==> config.mk <==
export PLATFORM = sky130hd
export DESIGN_NAME = mprs_top
export DESIGN_NICKNAME = d
export VERILOG_FILES = /design/src/pkg/mprs_pkg.sv /design/src/logic/mprs_top.sv /design/src/logic/mprs_sync.sv /design/src/logic/mprs_wdog.sv
export VERILOG_INCLUDE_DIRS = /design/src /design/src/pkg
export SDC_FILE = /design/constraint.sdc
export NUM_CORES = 1
export LEC_CHECK = 0
export ABC_AREA = 1
export BUFFER_PORTS_ARGS = -buffer_cell sky130_fd_sc_hd__buf_2
export CORE_MARGIN = 5
export CORE_UTILIZATION = 49
export DETAILED_ROUTE_END_ITERATION = 8
export PLACE_DENSITY = 0.74
export SLEW_MARGIN = 20
export SYNTH_ARGS = -nofsm -noshare
export SYNTH_HDL_FRONTEND = slang
export SYNTH_SLANG_ARGS = --single-unit
==> constraint.sdc <==
create_clock -name ref_clk -period 1.8 [get_ports ref_clk]
set_clock_uncertainty 0.15 [all_clocks]
set_input_delay 0.36 -clock ref_clk [delete_from_list [all_inputs] [get_ports ref_clk]]
set_output_delay 0.36 -clock ref_clk [all_outputs]
set_load 0.02 [all_outputs]
==> src/pkg/mprs_cfg.svh <==
// register map, field positions, reset values and timing counts of the power and reset block
`ifndef MPRS_CFG_SVH
`define MPRS_CFG_SVH

// register byte offsets
`define MPRS_CTRL_OFS 8'h00
`define MPRS_STS_OFS 8'h04
`define MPRS_MASK_OFS 8'h08
`define MPRS_STATE_OFS 8'h0C
`define MPRS_WDCFG_OFS 8'h10
`define MPRS_WDKICK_OFS 8'h14

// control fields
`define MPRS_CTRL_SWRST 0
`define MPRS_CTRL_TGT_LO 1

// status and mask bit positions
`define MPRS_EV_PBTN 0
`define MPRS_EV_RBTN 1
`define MPRS_EV_GOOD 2
`define MPRS_EV_SUPPLY 3
`define MPRS_EV_WDOG 4
`define MPRS_EV_WAKE 5
`define MPRS_EV_W 6

// watchdog config fields
`define MPRS_WD_EN 16
`define MPRS_WD_LOAD_RST 16'hFFFF

// suspend target codes
`define MPRS_TGT_NONE 2'h0
`define MPRS_TGT_RAM 2'h1
`define MPRS_TGT_DISK 2'h2

// timing: clock rate and least times, cycle counts round up
`define MPRS_CLK_MHZ 200
`define MPRS_RST_HOLD_NS 1000
`define MPRS_WARN_NS 2000
`define MPRS_RST_HOLD_CYC ((`MPRS_RST_HOLD_NS * `MPRS_CLK_MHZ + 999) / 1000)
`define MPRS_WARN_CYC ((`MPRS_WARN_NS * `MPRS_CLK_MHZ + 999) / 1000)

`endif

==> src/pkg/mprs_pkg.sv <==
// types shared by the power and reset block
package mprs_pkg;
   // sequencer states
   typedef enum logic [2:0] {
      MPRS_WAIT_GOOD,
      MPRS_RESET,
      MPRS_RUN,
      MPRS_WARN,
      MPRS_RAM,
      MPRS_DISK
   } mprs_state_e;

   // carrier-facing input levels after synchronising
   typedef struct packed {
      logic pwr_button_n;
      logic reset_button_n;
      logic supply_good;
      logic supply_ok;
   } mprs_pins_s;

   // APB request from the master
   typedef struct packed {
      logic psel;
      logic penable;
      logic pwrite;
      logic [7:0] paddr;
      logic [31:0] pwdata;
   } mprs_apb_req_s;
endpackage

==> src/logic/mprs_top.sv <==
// power button, reset and suspend signal sequencer with APB registers
`timescale 1ns/100ps
`include "mprs_cfg.svh"
module mprs_top #(
   parameter int WD_W = 16
) (
   // clock and reset
   input wire logic ref_clk,
   input wire logic srst,
   // APB slave
   input wire mprs_pkg::mprs_apb_req_s apb_req,
   output logic [31:0] prdata,
   output logic pready,
   output logic pslverr,
   // carrier pins in
   input wire logic pwr_button_n,
   input wire logic reset_button_n,
   input wire logic supply_good,
   input wire logic main_supply_input_low,
   // carrier pins out
   output logic carrier_reset_n,
   output logic suspend_imminent_n,
   output logic suspend_to_ram_n,
   output logic suspend_to_disk_n,
   // interrupt
   output logic irq
);
   import mprs_pkg::*;

   ////////////////////////////////////////////////////////////////////////////
   // input synchronisers and watchdog

   mprs_pins_s pins_raw; // raw pins, supply monitor turned to active-low fault
   mprs_pins_s lvl; // synchronised levels
   mprs_pins_s fall; // synchronised falling pulses
   logic wdog_to; // watchdog expiry pulse
   logic wd_en_reg, wd_en_next; // watchdog enable
   logic [WD_W-1:0] wd_load_reg, wd_load_next; // watchdog reload
   logic wd_kick; // kick strobe
   mprs_state_e state_reg, state_next; // sequencer state

   assign pins_raw = '{pwr_button_n, reset_button_n, supply_good, ~main_supply_input_low};

   mprs_sync #(.W(4), .RST_VAL(4'hD)) u_sync (
      .ref_clk(ref_clk),
      .srst(srst),
      .pin_in(pins_raw),
      .level(lvl),
      .fall(fall)
   );

   // watchdog only runs while the system is up
   // reload taken from the next value so an enabling write starts from its own count
   mprs_wdog #(.CW(WD_W)) u_wdog (
      .ref_clk(ref_clk),
      .srst(srst),
      .enable(wd_en_reg && state_reg == MPRS_RUN),
      .kick(wd_kick),
      .load(wd_load_next),
      .timeout(wdog_to)
   );

   ////////////////////////////////////////////////////////////////////////////
   // APB slave: one wait state, access completes with pready

   logic acc; // access phase seen with pready already up
   logic wr_acc, rd_acc; // completing write / read
   logic [2:0] sel; // word index
   logic mapped; // address hits a register
   logic pready_reg, pready_next;
   logic pslverr_reg, pslverr_next;
   logic [31:0] prdata_reg, prdata_next;
   logic [1:0] tgt_reg, tgt_next; // suspend target
   logic sw_rst; // software reset strobe
   logic sus_cmd; // suspend command strobe
   logic [`MPRS_EV_W-1:0] sts_reg, sts_next; // sticky events
   logic [`MPRS_EV_W-1:0] mask_reg, mask_next; // interrupt mask
   logic [`MPRS_EV_W-1:0] ev; // event pulses this cycle
   logic irq_reg, irq_next;

   assign acc = apb_req.psel && apb_req.penable && pready_reg;
   assign wr_acc = acc && apb_req.pwrite && mapped;
   assign rd_acc = acc && !apb_req.pwrite && mapped;
   assign sel = apb_req.paddr[4:2];
   assign mapped = (apb_req.paddr[1:0] == 2'h0) && (apb_req.paddr <= `MPRS_WDKICK_OFS);
   assign sw_rst = wr_acc && sel == 3'(`MPRS_CTRL_OFS >> 2) && apb_req.pwdata[`MPRS_CTRL_SWRST];
   assign sus_cmd = wr_acc && sel == 3'(`MPRS_CTRL_OFS >> 2);
   assign wd_kick = wr_acc && sel == 3'(`MPRS_WDKICK_OFS >> 2);

   // register writes, read mux, read-clear of status with set winning
   always_comb begin
      pready_next = apb_req.psel && apb_req.penable && !pready_reg;
      pslverr_next = pready_next && !mapped;
      prdata_next = 32'h0;
      tgt_next = tgt_reg;
      mask_next = mask_reg;
      wd_en_next = wd_en_reg;
      wd_load_next = wd_load_reg;
      sts_next = sts_reg;
      if (pready_next && mapped && !apb_req.pwrite) begin
         unique case (sel)
            3'(`MPRS_CTRL_OFS >> 2): prdata_next = 32'({tgt_reg, 1'b0});
            3'(`MPRS_STS_OFS >> 2): prdata_next = 32'(sts_reg);
            3'(`MPRS_MASK_OFS >> 2): prdata_next = 32'(mask_reg);
            3'(`MPRS_STATE_OFS >> 2): prdata_next = 32'({lvl, carrier_reset_n, 1'b0, state_reg});
            3'(`MPRS_WDCFG_OFS >> 2): prdata_next = 32'({wd_en_reg, wd_load_reg});
            default: prdata_next = 32'h0;
         endcase
      end
      if (wr_acc) begin
         unique case (sel)
            3'(`MPRS_CTRL_OFS >> 2): tgt_next = apb_req.pwdata[`MPRS_CTRL_TGT_LO +: 2];
            3'(`MPRS_MASK_OFS >> 2): mask_next = apb_req.pwdata[`MPRS_EV_W-1:0];
            3'(`MPRS_WDCFG_OFS >> 2): begin
               wd_en_next = apb_req.pwdata[`MPRS_WD_EN];
               wd_load_next = apb_req.pwdata[WD_W-1:0];
            end
            default: tgt_next = tgt_reg;
         endcase
      end
      // status clears on a completing read, then new events are set on top
      if (rd_acc && sel == 3'(`MPRS_STS_OFS >> 2)) begin
         sts_next = '0;
      end
      sts_next = sts_next | ev;
      irq_next = |(sts_next & mask_next);
   end

   // register bus state
   always_ff @(posedge ref_clk) begin
      if (srst) begin
         pready_reg <= 1'b0;
         pslverr_reg <= 1'b0;
         prdata_reg <= 32'h0;
         tgt_reg <= `MPRS_TGT_NONE;
         mask_reg <= '0;
         wd_en_reg <= 1'b0;
         wd_load_reg <= WD_W'(`MPRS_WD_LOAD_RST);
         sts_reg <= '0;
         irq_reg <= 1'b0;
      end else begin
         pready_reg <= pready_next;
         pslverr_reg <= pslverr_next;
         prdata_reg <= prdata_next;
         tgt_reg <= tgt_next;
         mask_reg <= mask_next;
         wd_en_reg <= wd_en_next;
         wd_load_reg <= wd_load_next;
         sts_reg <= sts_next;
         irq_reg <= irq_next;
      end
   end

   ////////////////////////////////////////////////////////////////////////////
   // power and suspend sequencer

   logic [11:0] cnt_reg, cnt_next; // hold / warning timer
   logic wake; // button wake from suspend
   logic reset_cause; // any reason to hold the carrier in reset
   logic crst_n_reg, imm_n_reg, ram_n_reg, disk_n_reg; // output flops

   assign wake = fall.pwr_button_n && (state_reg == MPRS_RAM || state_reg == MPRS_DISK);

   // event pulses for the status register
   always_comb begin
      ev = '0;
      ev[`MPRS_EV_PBTN] = fall.pwr_button_n;
      ev[`MPRS_EV_RBTN] = fall.reset_button_n;
      ev[`MPRS_EV_GOOD] = fall.supply_good;
      ev[`MPRS_EV_SUPPLY] = fall.supply_ok;
      ev[`MPRS_EV_WDOG] = wdog_to;
      ev[`MPRS_EV_WAKE] = wake;
   end

   // next state: reset requests first, then wake, then suspend flow
   always_comb begin
      state_next = state_reg;
      cnt_next = cnt_reg;
      if (fall.reset_button_n || sw_rst ||
          wdog_to) begin
         state_next = MPRS_RESET;
         cnt_next = 12'(`MPRS_RST_HOLD_CYC);
      end else begin
         unique case (state_reg)
            MPRS_WAIT_GOOD: begin
               if (lvl.supply_good && lvl.supply_ok) begin
                  state_next = MPRS_RUN;
               end
            end
            MPRS_RESET: begin
               if (cnt_reg == 12'h000) begin
                  state_next = MPRS_WAIT_GOOD;
               end else begin
                  cnt_next = cnt_reg - 12'h001;
               end
            end
            MPRS_RUN: begin
               if (!lvl.supply_good || !lvl.supply_ok) begin
                  state_next = MPRS_WAIT_GOOD;
               end else if (sus_cmd && tgt_next != `MPRS_TGT_NONE) begin
                  state_next = MPRS_WARN;
                  cnt_next = 12'(`MPRS_WARN_CYC);
               end
            end
            MPRS_WARN: begin
               if (cnt_reg != 12'h000) begin
                  cnt_next = cnt_reg - 12'h001;
               end else if (tgt_reg == `MPRS_TGT_DISK) begin
                  state_next = MPRS_DISK;
               end else begin
                  state_next = MPRS_RAM;
               end
            end
            MPRS_RAM, MPRS_DISK: begin
               if (wake) begin
                  state_next = MPRS_WAIT_GOOD;
               end
            end
            default: state_next = MPRS_WAIT_GOOD;
         endcase
      end
      reset_cause = !lvl.reset_button_n || !lvl.supply_good || !lvl.supply_ok ||
                    state_next == MPRS_RESET || state_next == MPRS_WAIT_GOOD;
   end

   // sequencer and pin output flops
   always_ff @(posedge ref_clk) begin
      if (srst) begin
         state_reg <= MPRS_WAIT_GOOD;
         cnt_reg <= 12'h000;
         crst_n_reg <= 1'b0;
         imm_n_reg <= 1'b1;
         ram_n_reg <= 1'b1;
         disk_n_reg <= 1'b1;
      end else begin
         state_reg <= state_next;
         cnt_reg <= cnt_next;
         crst_n_reg <= !reset_cause;
         imm_n_reg <= !(state_next == MPRS_WARN || state_next == MPRS_RAM ||
                        state_next == MPRS_DISK);
         ram_n_reg <= state_next != MPRS_RAM;
         disk_n_reg <= state_next != MPRS_DISK;
      end
   end

   assign carrier_reset_n = crst_n_reg;
   assign suspend_imminent_n = imm_n_reg;
   assign suspend_to_ram_n = ram_n_reg;
   assign suspend_to_disk_n = disk_n_reg;
   assign irq = irq_reg;
   assign prdata = prdata_reg;
   assign pready = pready_reg;
   assign pslverr = pslverr_reg;
endmodule

==> src/logic/mprs_sync.sv <==
// three-stage pin synchroniser with agreement filter and falling-edge pulse
`timescale 1ns/100ps
module mprs_sync #(
   parameter int W = 4,
   parameter logic [W-1:0] RST_VAL = '1
) (
   // clock and reset
   input wire logic ref_clk,
   input wire logic srst,
   // raw pins
   input wire logic [W-1:0] pin_in,
   // filtered levels and one-cycle falling pulses
   output logic [W-1:0] level,
   output logic [W-1:0] fall
);
   logic [W-1:0] s1_reg, s2_reg, s3_reg; // sync stages
   logic [W-1:0] filt_reg, filt_next; // accepted level
   logic [W-1:0] fall_reg, fall_next; // falling pulse

   // a change counts once stages two and three agree
   always_comb begin
      filt_next = filt_reg;
      for (int i = 0; i < W; i++) begin
         if (s2_reg[i] == s3_reg[i]) begin
            filt_next[i] = s3_reg[i];
         end
      end
      fall_next = filt_reg & ~filt_next;
   end

   // register stages; first stage feeds only the second
   always_ff @(posedge ref_clk) begin
      if (srst) begin
         s1_reg <= RST_VAL;
         s2_reg <= RST_VAL;
         s3_reg <= RST_VAL;
         filt_reg <= RST_VAL;
         fall_reg <= '0;
      end else begin
         s1_reg <= pin_in;
         s2_reg <= s1_reg;
         s3_reg <= s2_reg;
         filt_reg <= filt_next;
         fall_reg <= fall_next;
      end
   end

   assign level = filt_reg;
   assign fall = fall_reg;
endmodule

==> src/logic/mprs_wdog.sv <==
// reloadable watchdog counter with a one-cycle timeout pulse
`timescale 1ns/100ps
module mprs_wdog #(
   parameter int CW = 16
) (
   // clock and reset
   input wire logic ref_clk,
   input wire logic srst,
   // control
   input wire logic enable,
   input wire logic kick,
   input wire logic [CW-1:0] load,
   // timeout event
   output logic timeout
);
   logic [CW-1:0] cnt_reg, cnt_next; // remaining count
   logic to_reg, to_next; // timeout pulse

   // count down while enabled, reload on kick, disable or expiry
   always_comb begin
      cnt_next = cnt_reg;
      to_next = 1'b0;
      if (!enable || kick) begin
         cnt_next = load;
      end else if (cnt_reg == '0) begin
         to_next = 1'b1;
         cnt_next = load;
      end else begin
         cnt_next = cnt_reg - CW'(1);
      end
   end

   // register counter and pulse
   always_ff @(posedge ref_clk) begin
      if (srst) begin
         cnt_reg <= '1;
         to_reg <= 1'b0;
      end else begin
         cnt_reg <= cnt_next;
         to_reg <= to_next;
      end
   end

   assign timeout = to_reg;
endmodule

==> results.cfg, run 1 <==
[status]
outcome = finished clean

[power_and_ir_drop]
leakage_nw = 2.957
p_per_area_nw_per_um2 = 701.0
ir_worst_vdd_v = 0.0003883

[cells_and_area]
postLayoutCoreUtil_pct = 61.94
n_antenna_cell = 0
fillCellCount = 865
nets = 818
largest_register_ffs = 17
synthToLayoutAreaGrowth_pct = 22.94
stdcell_area_um2 = 6055
drive_above_1_share_pct = 26.07

[min_path]
holdPathStages = 3
hold_class = in2reg

[grt]
grt_overflow_total = 0
grt_pass1_vias = 4310
grt_use_total_pct = 20.26
grt_max_degree = 19
grt_first_pass_wirelength_um = 19380
grt_antenna_before_repair = 0

[detailed_routing]
drt_first_pass_iters = 5
drtIter0Drc = 261
vias_per_cell = 5.043
vias = 4559
wl_per_cell_um = 13.38
route.antenna.remaining_nets = 0
route.detailed.drc = 0
routed_wl_um = 12090

[die]
ioPinCount = 88
start_util_pct = 50.38
die_h_um = 110.3
rows = 36
core_um2 = 9774
die_area_um2 = 12160
die_x_um = 110.3

[critical_path]
ff2ff_path_depth = 9
critPathKind = reg2reg
cp_data_required_time_ps = 1950
worstPathArrival_ps = 1840
start_kind = flip-flop
endpoint_kind = flip-flop
cp_max_fo = 5

[timing]
fin_crit_sh_pct = 94.20
finalHoldViolations = 0
drv_slew = 0
fmax_ghz = 0.5897
fin_setup_tns_ps = 0
rsz0062_at_grt = yes
setup_viol = 0
period_needed_ps = 1696

[synthesis]
syn_area_um2 = 4925
synth_top_area_cell = dfxtp_1
synth_xor_area_share_pct = 2.490
synthDistinctLibCells = 48
ys_warn_count = 0
synth_adder_area_share_pct = 0.7622
synth_cells = 649
synthTopCellsByArea = dfxtp_1, nand2_1, nor2_1
ys.flop_type = dfxtp_1
async_flop_share_pct = 0
synth.most_common_cell = nand2_1
synth-edff-count = 0
ys_top_cells_by_count = nand2_1, dfxtp_1, nor2_1
yosys.area_share.simple_pct = 31.58
synth.top_cell.area_share_pct = 43.50
synth_seq_cells = 107
ys_seq_area_share_pct = 43.50
synth_top_family_by_area = simple AND/OR/NAND/NOR gates
synth_area_per_cell_um2 = 7.588
synth_compound_area_share_pct = 11.59
synthMuxAreaShare_pct = 0

[run]
maxCapViolations = 0

[cts]
cts-htree-levels = 3
clk_transition_reported_paths_ps = 90
clock_latency_ps = 370
cts_sinks = 107
tritoncts = yes
clock-root-buffer = clkbuf_8
cts_buffers = 9
ctsLongestPathBuffers = 2

[placement]
gp_congestion = 0.9239
placedInstanceArea_um2 = 5672
io_buffers = 57
hpwlAfterDp_um = 9166
## cell families (layout without fill, tap and decap cells)
| group | Yosys count | after routing |
|---|---|---|
| AND/OR/NAND/NOR | 326 | 326 |
| AO/OA/AOI/OAI | 94 | 94 |
| adder cells (fa/ha/maj) | 3 | 3 |
| other | 1 | 15 |
| XOR/XNOR | 14 | 14 |
| flip-flops | 107 | 107 |
| buffers and inverters | 104 | 212 |
## cell usage in the layout (no fill, tap or decap), drive strengths merged
cell and instances:
and2 1, a221oi 1, o211ai 11, o22a 1, xor2 9, bufinv 2
nor3 15, nor2 83, a211oi 2, o2111a 1, a31oi 4, a21oi 41
a41oi 1, xnor2 5, nand3 36, o21a 5, or2 11, o21ai 24
o22ai 3, ha 3, buf 117, inv 76, clkinv 2, nand3b 2
conb 15, clkbuf 12, nand2 167, dlygate4sd3 3, dfxtp 107, nand4 9
nor4 2
## worst paths after layout
| path | start | endpoint | slack (ps) |
|---|---|---|---|
| max reg2reg | u_wdog.cnt_reg[0] | u_wdog.cnt_reg[3] | 100 |
| min reg2reg | u_sync.s1_reg[1] | u_sync.s2_reg[1] | 270 |
| max | u_wdog.cnt_reg[0] | u_wdog.cnt_reg[3] | 100 |
| min | supply_good | u_sync.s1_reg[1] | 40 |
## final cells by class
class	count	area, um2	area share (%)
multi-input cells	452	2424	40.03
clock buffers	12	145.1	2.397
clock inverters	4	73.82	1.219
inverters	76	297.8	4.918
repair buffers	120	803.3	13.27
well taps	133	166.4	2.749
flip-flops and latches	107	2145	35.42
## layer usage
metal | part of all wire [%] | track usage, %
met3 | 6.0 | 3.960
met1 | 43 | 25.41
met2 | 49 | 35.18
met4 | 1.6 | 6.157
met5 | 0 | 0
## power by group
part	total [mW]	switching (mW)	internal [mW]	leakage [nW]
Combinational	0.241	0.155	0.0865	1.98
Sequential	2.39	0.00654	2.38	0.867
Clock	1.62	0.793	0.824	0.111
## worst max-delay path, cell delays in order, from the launching register on
cell and delay [ps]:
dfxtp_1 320, inv_2 100, ha_2 180, nand3b_1 150
nor3_2 140, nand4_1 140, nand2_1 120, buf_4 140
inv_2 70, a21oi_1 140
## stage by stage
step	hold WS (ps)	setup WS [ps]	power, mW	std cells
2_1_floorplan	238.3	29.51	2.596	663
3_3_place_gp	245.5	-127.7	2.665	879
3_5_place_dp	251.5	-186.0	2.671	879
4_1_cts	21.29	3.903	4.277	900
5_1_grt	23.09	-25.99	4.400	904
6_report	35.53	104.3	4.244	904
## timing repair
item	in CTS	in global routing
setup buffers	2	4
hold buffers	3	0
resized for setup	2	30
endpoints found under the hold margin	3	0
endpoints found under the setup margin	11	31
pin swaps	2	9
(Power assumes the default switching activity.)
==> run 2: changes to the inputs <==
- CORE_UTILIZATION: 49 -> 50
- PLACE_DENSITY: 0.74 -> 0.76
==> run 2 against run 1 <==
Global-route usage fell by 0.15 points. Via count fell by 2.5%. Clock power down 14%. Largest cell class unchanged. Critical path type unchanged.
==> results.cfg, run 2 (same netlist as run 1, synthesis figures left out) <==
[cells_and_area]
drive_above_1_share_pct = 27.71
nets = 823
n_antenna_cell = 0
synthToLayoutAreaGrowth_pct = 23.22
largest_register_ffs = 17
final_common_cell = nand2_1
layout_common_cells = nand2_1, dfxtp_1, nor2_1

[critical_path]
cp_data_required_time_ps = 1900
critical_path.top_delay_family = simple AND/OR/NAND/NOR gates
start_kind = flip-flop
critPathKind = reg2reg
worstPathArrival_ps = 1800
crit_chain = nor2_2, nand3_1, nor4_4, nor2_4, buf_4, nor2_1, a21oi_1
cp_slowest_cell = dfxtp_1
slowest_delay_ps = 390
endpoint_kind = flip-flop
rr_startpoint = u_wdog.cnt_reg[4]
cp_num_buf_inv = 1
cp_max_fo = 8
worstSetupStartpoint = u_wdog.cnt_reg[4]

[detailed_routing]
wl_per_cell_um = 12.94
drt_first_pass_iters = 5
route.detailed.drc = 0
vias = 4444
routed_wl_um = 11760
route.antenna.remaining_nets = 0
vias_per_cell = 4.889
drtIter0Drc = 231

[timing]
setup_viol = 0
finalWorstSetupSlack_ps = 99.02
fmax_ghz = 0.5879
drv_slew = 0
rsz0062_at_grt = yes
period_needed_ps = 1701
finalHoldViolations = 0
fin_crit_sh_pct = 94.50

[cts]
tritoncts = yes
clock-root-buffer = clkbuf_8
clock_latency_ps = 370
clk_transition_reported_paths_ps = 110
cts_sinks = 107
ctsLongestPathBuffers = 2
cts_buffers = 9
cts-htree-levels = 3

[run]
maxCapViolations = 0

[grt]
grt_pass1_vias = 4167
grt_max_degree = 20
grt_first_pass_wirelength_um = 18980
grt_overflow_total = 0
grt_use_total_pct = 20.11
grt_antenna_before_repair = 0

[min_path]
hp-start = supply_good
hold_class = in2reg

[die]
start_util_pct = 50.85
ioPinCount = 88
core_um2 = 9684
die_x_um = 109.2
rows = 36
die_area_um2 = 11930
die_h_um = 109.2

[placement]
io_buffers = 57
gp_congestion = 0.9321
place_ws_ps = -177.9
hpwlAfterDp_um = 9107

[power_and_ir_drop]
p_per_area_nw_per_um2 = 663.7
leakage_nw = 2.973
total_power_mw = 4.028
ir_worst_vdd_v = 0.0004263

[status]
outcome = finished clean
[run 2: cell types whose count changed in the layout (fill, tap and decap cells not counted), moves of 2 or more]
cell       delta
buf_12        -2
dfxtp_1       -2
buf_4         +7
ha_2          -2
inv_6         +3
nor2_1        -5
inv_1         +2
nor2_2        +5
nand2_1       -2
clkbuf_1      -2
bufinv_16     -2
inv_2         -2
dfxtp_2       +2
[run 2: cell type report]
class	count	area, um2
Fill cell	828	3616
Inverter	76	295.3
Clock buffer	9	123.9
Tap cell	133	166.4
Sequential cell	107	2147
Clock inverter	7	61.31
Multi-Input combinational cell	452	2459
Timing Repair Buffer	125	815.8
[run 2: path summary, 6_finish.rpt]
path / endpoint / slack, ps / cells past startpoint
max: u_wdog.cnt_reg[12] / 100 / 7
min: u_sync.s1_reg[1] / 50 / 3
max reg2reg: u_wdog.cnt_reg[12] / 100 / 7
min reg2reg: u_sync.s2_reg[1] / 270 / 2
[run 2: worst reg2reg max path, cell delays in order, from the launching register on]
cell and delay, ps:
dfxtp_1 390, nor2_2 180, nand3_1 130, nor4_4 280
nor2_4 110, buf_4 150, nor2_1 150, a21oi_1 60
[run 2: per-stage QoR]
step	utilization [%]	setup TNS (ps)	cells	instance area, um2	hold slack, ps
floorplan	-	0	663	4977	238.3
global placement	58.70	-2545	884	5684	244.8
detailed placement	58.70	-4193	884	5684	248.1
CTS	61.18	0	905	5924	31.73
global route	62.66	-150.7	909	6068	32.92
finish	62.66	0	909	6068	46.72
[run 2: timing repair]
action,CTS,global route
resized for setup,2,38
pin swaps,1,13
gates cloned,0,0
hold endpoints to repair,3,0
endpoints found under the setup margin,12,32
setup buffers,2,4
hold buffers,3,0
[run 2: layer usage]
| layer | track usage [%] | part of all wire (%) |
|---|---|---|
| met1 | 25.97 | 45 |
| met2 | 34.30 | 49 |
| met3 | 3.493 | 5.1 |
| met4 | 6.233 | 0.77 |
| met5 | 0 | 0 |
[run 2: power breakdown]
group	internal, mW	switching (mW)
combinational	0.0898	0.157
sequential	2.38	0.00595
clock	0.528	0.867
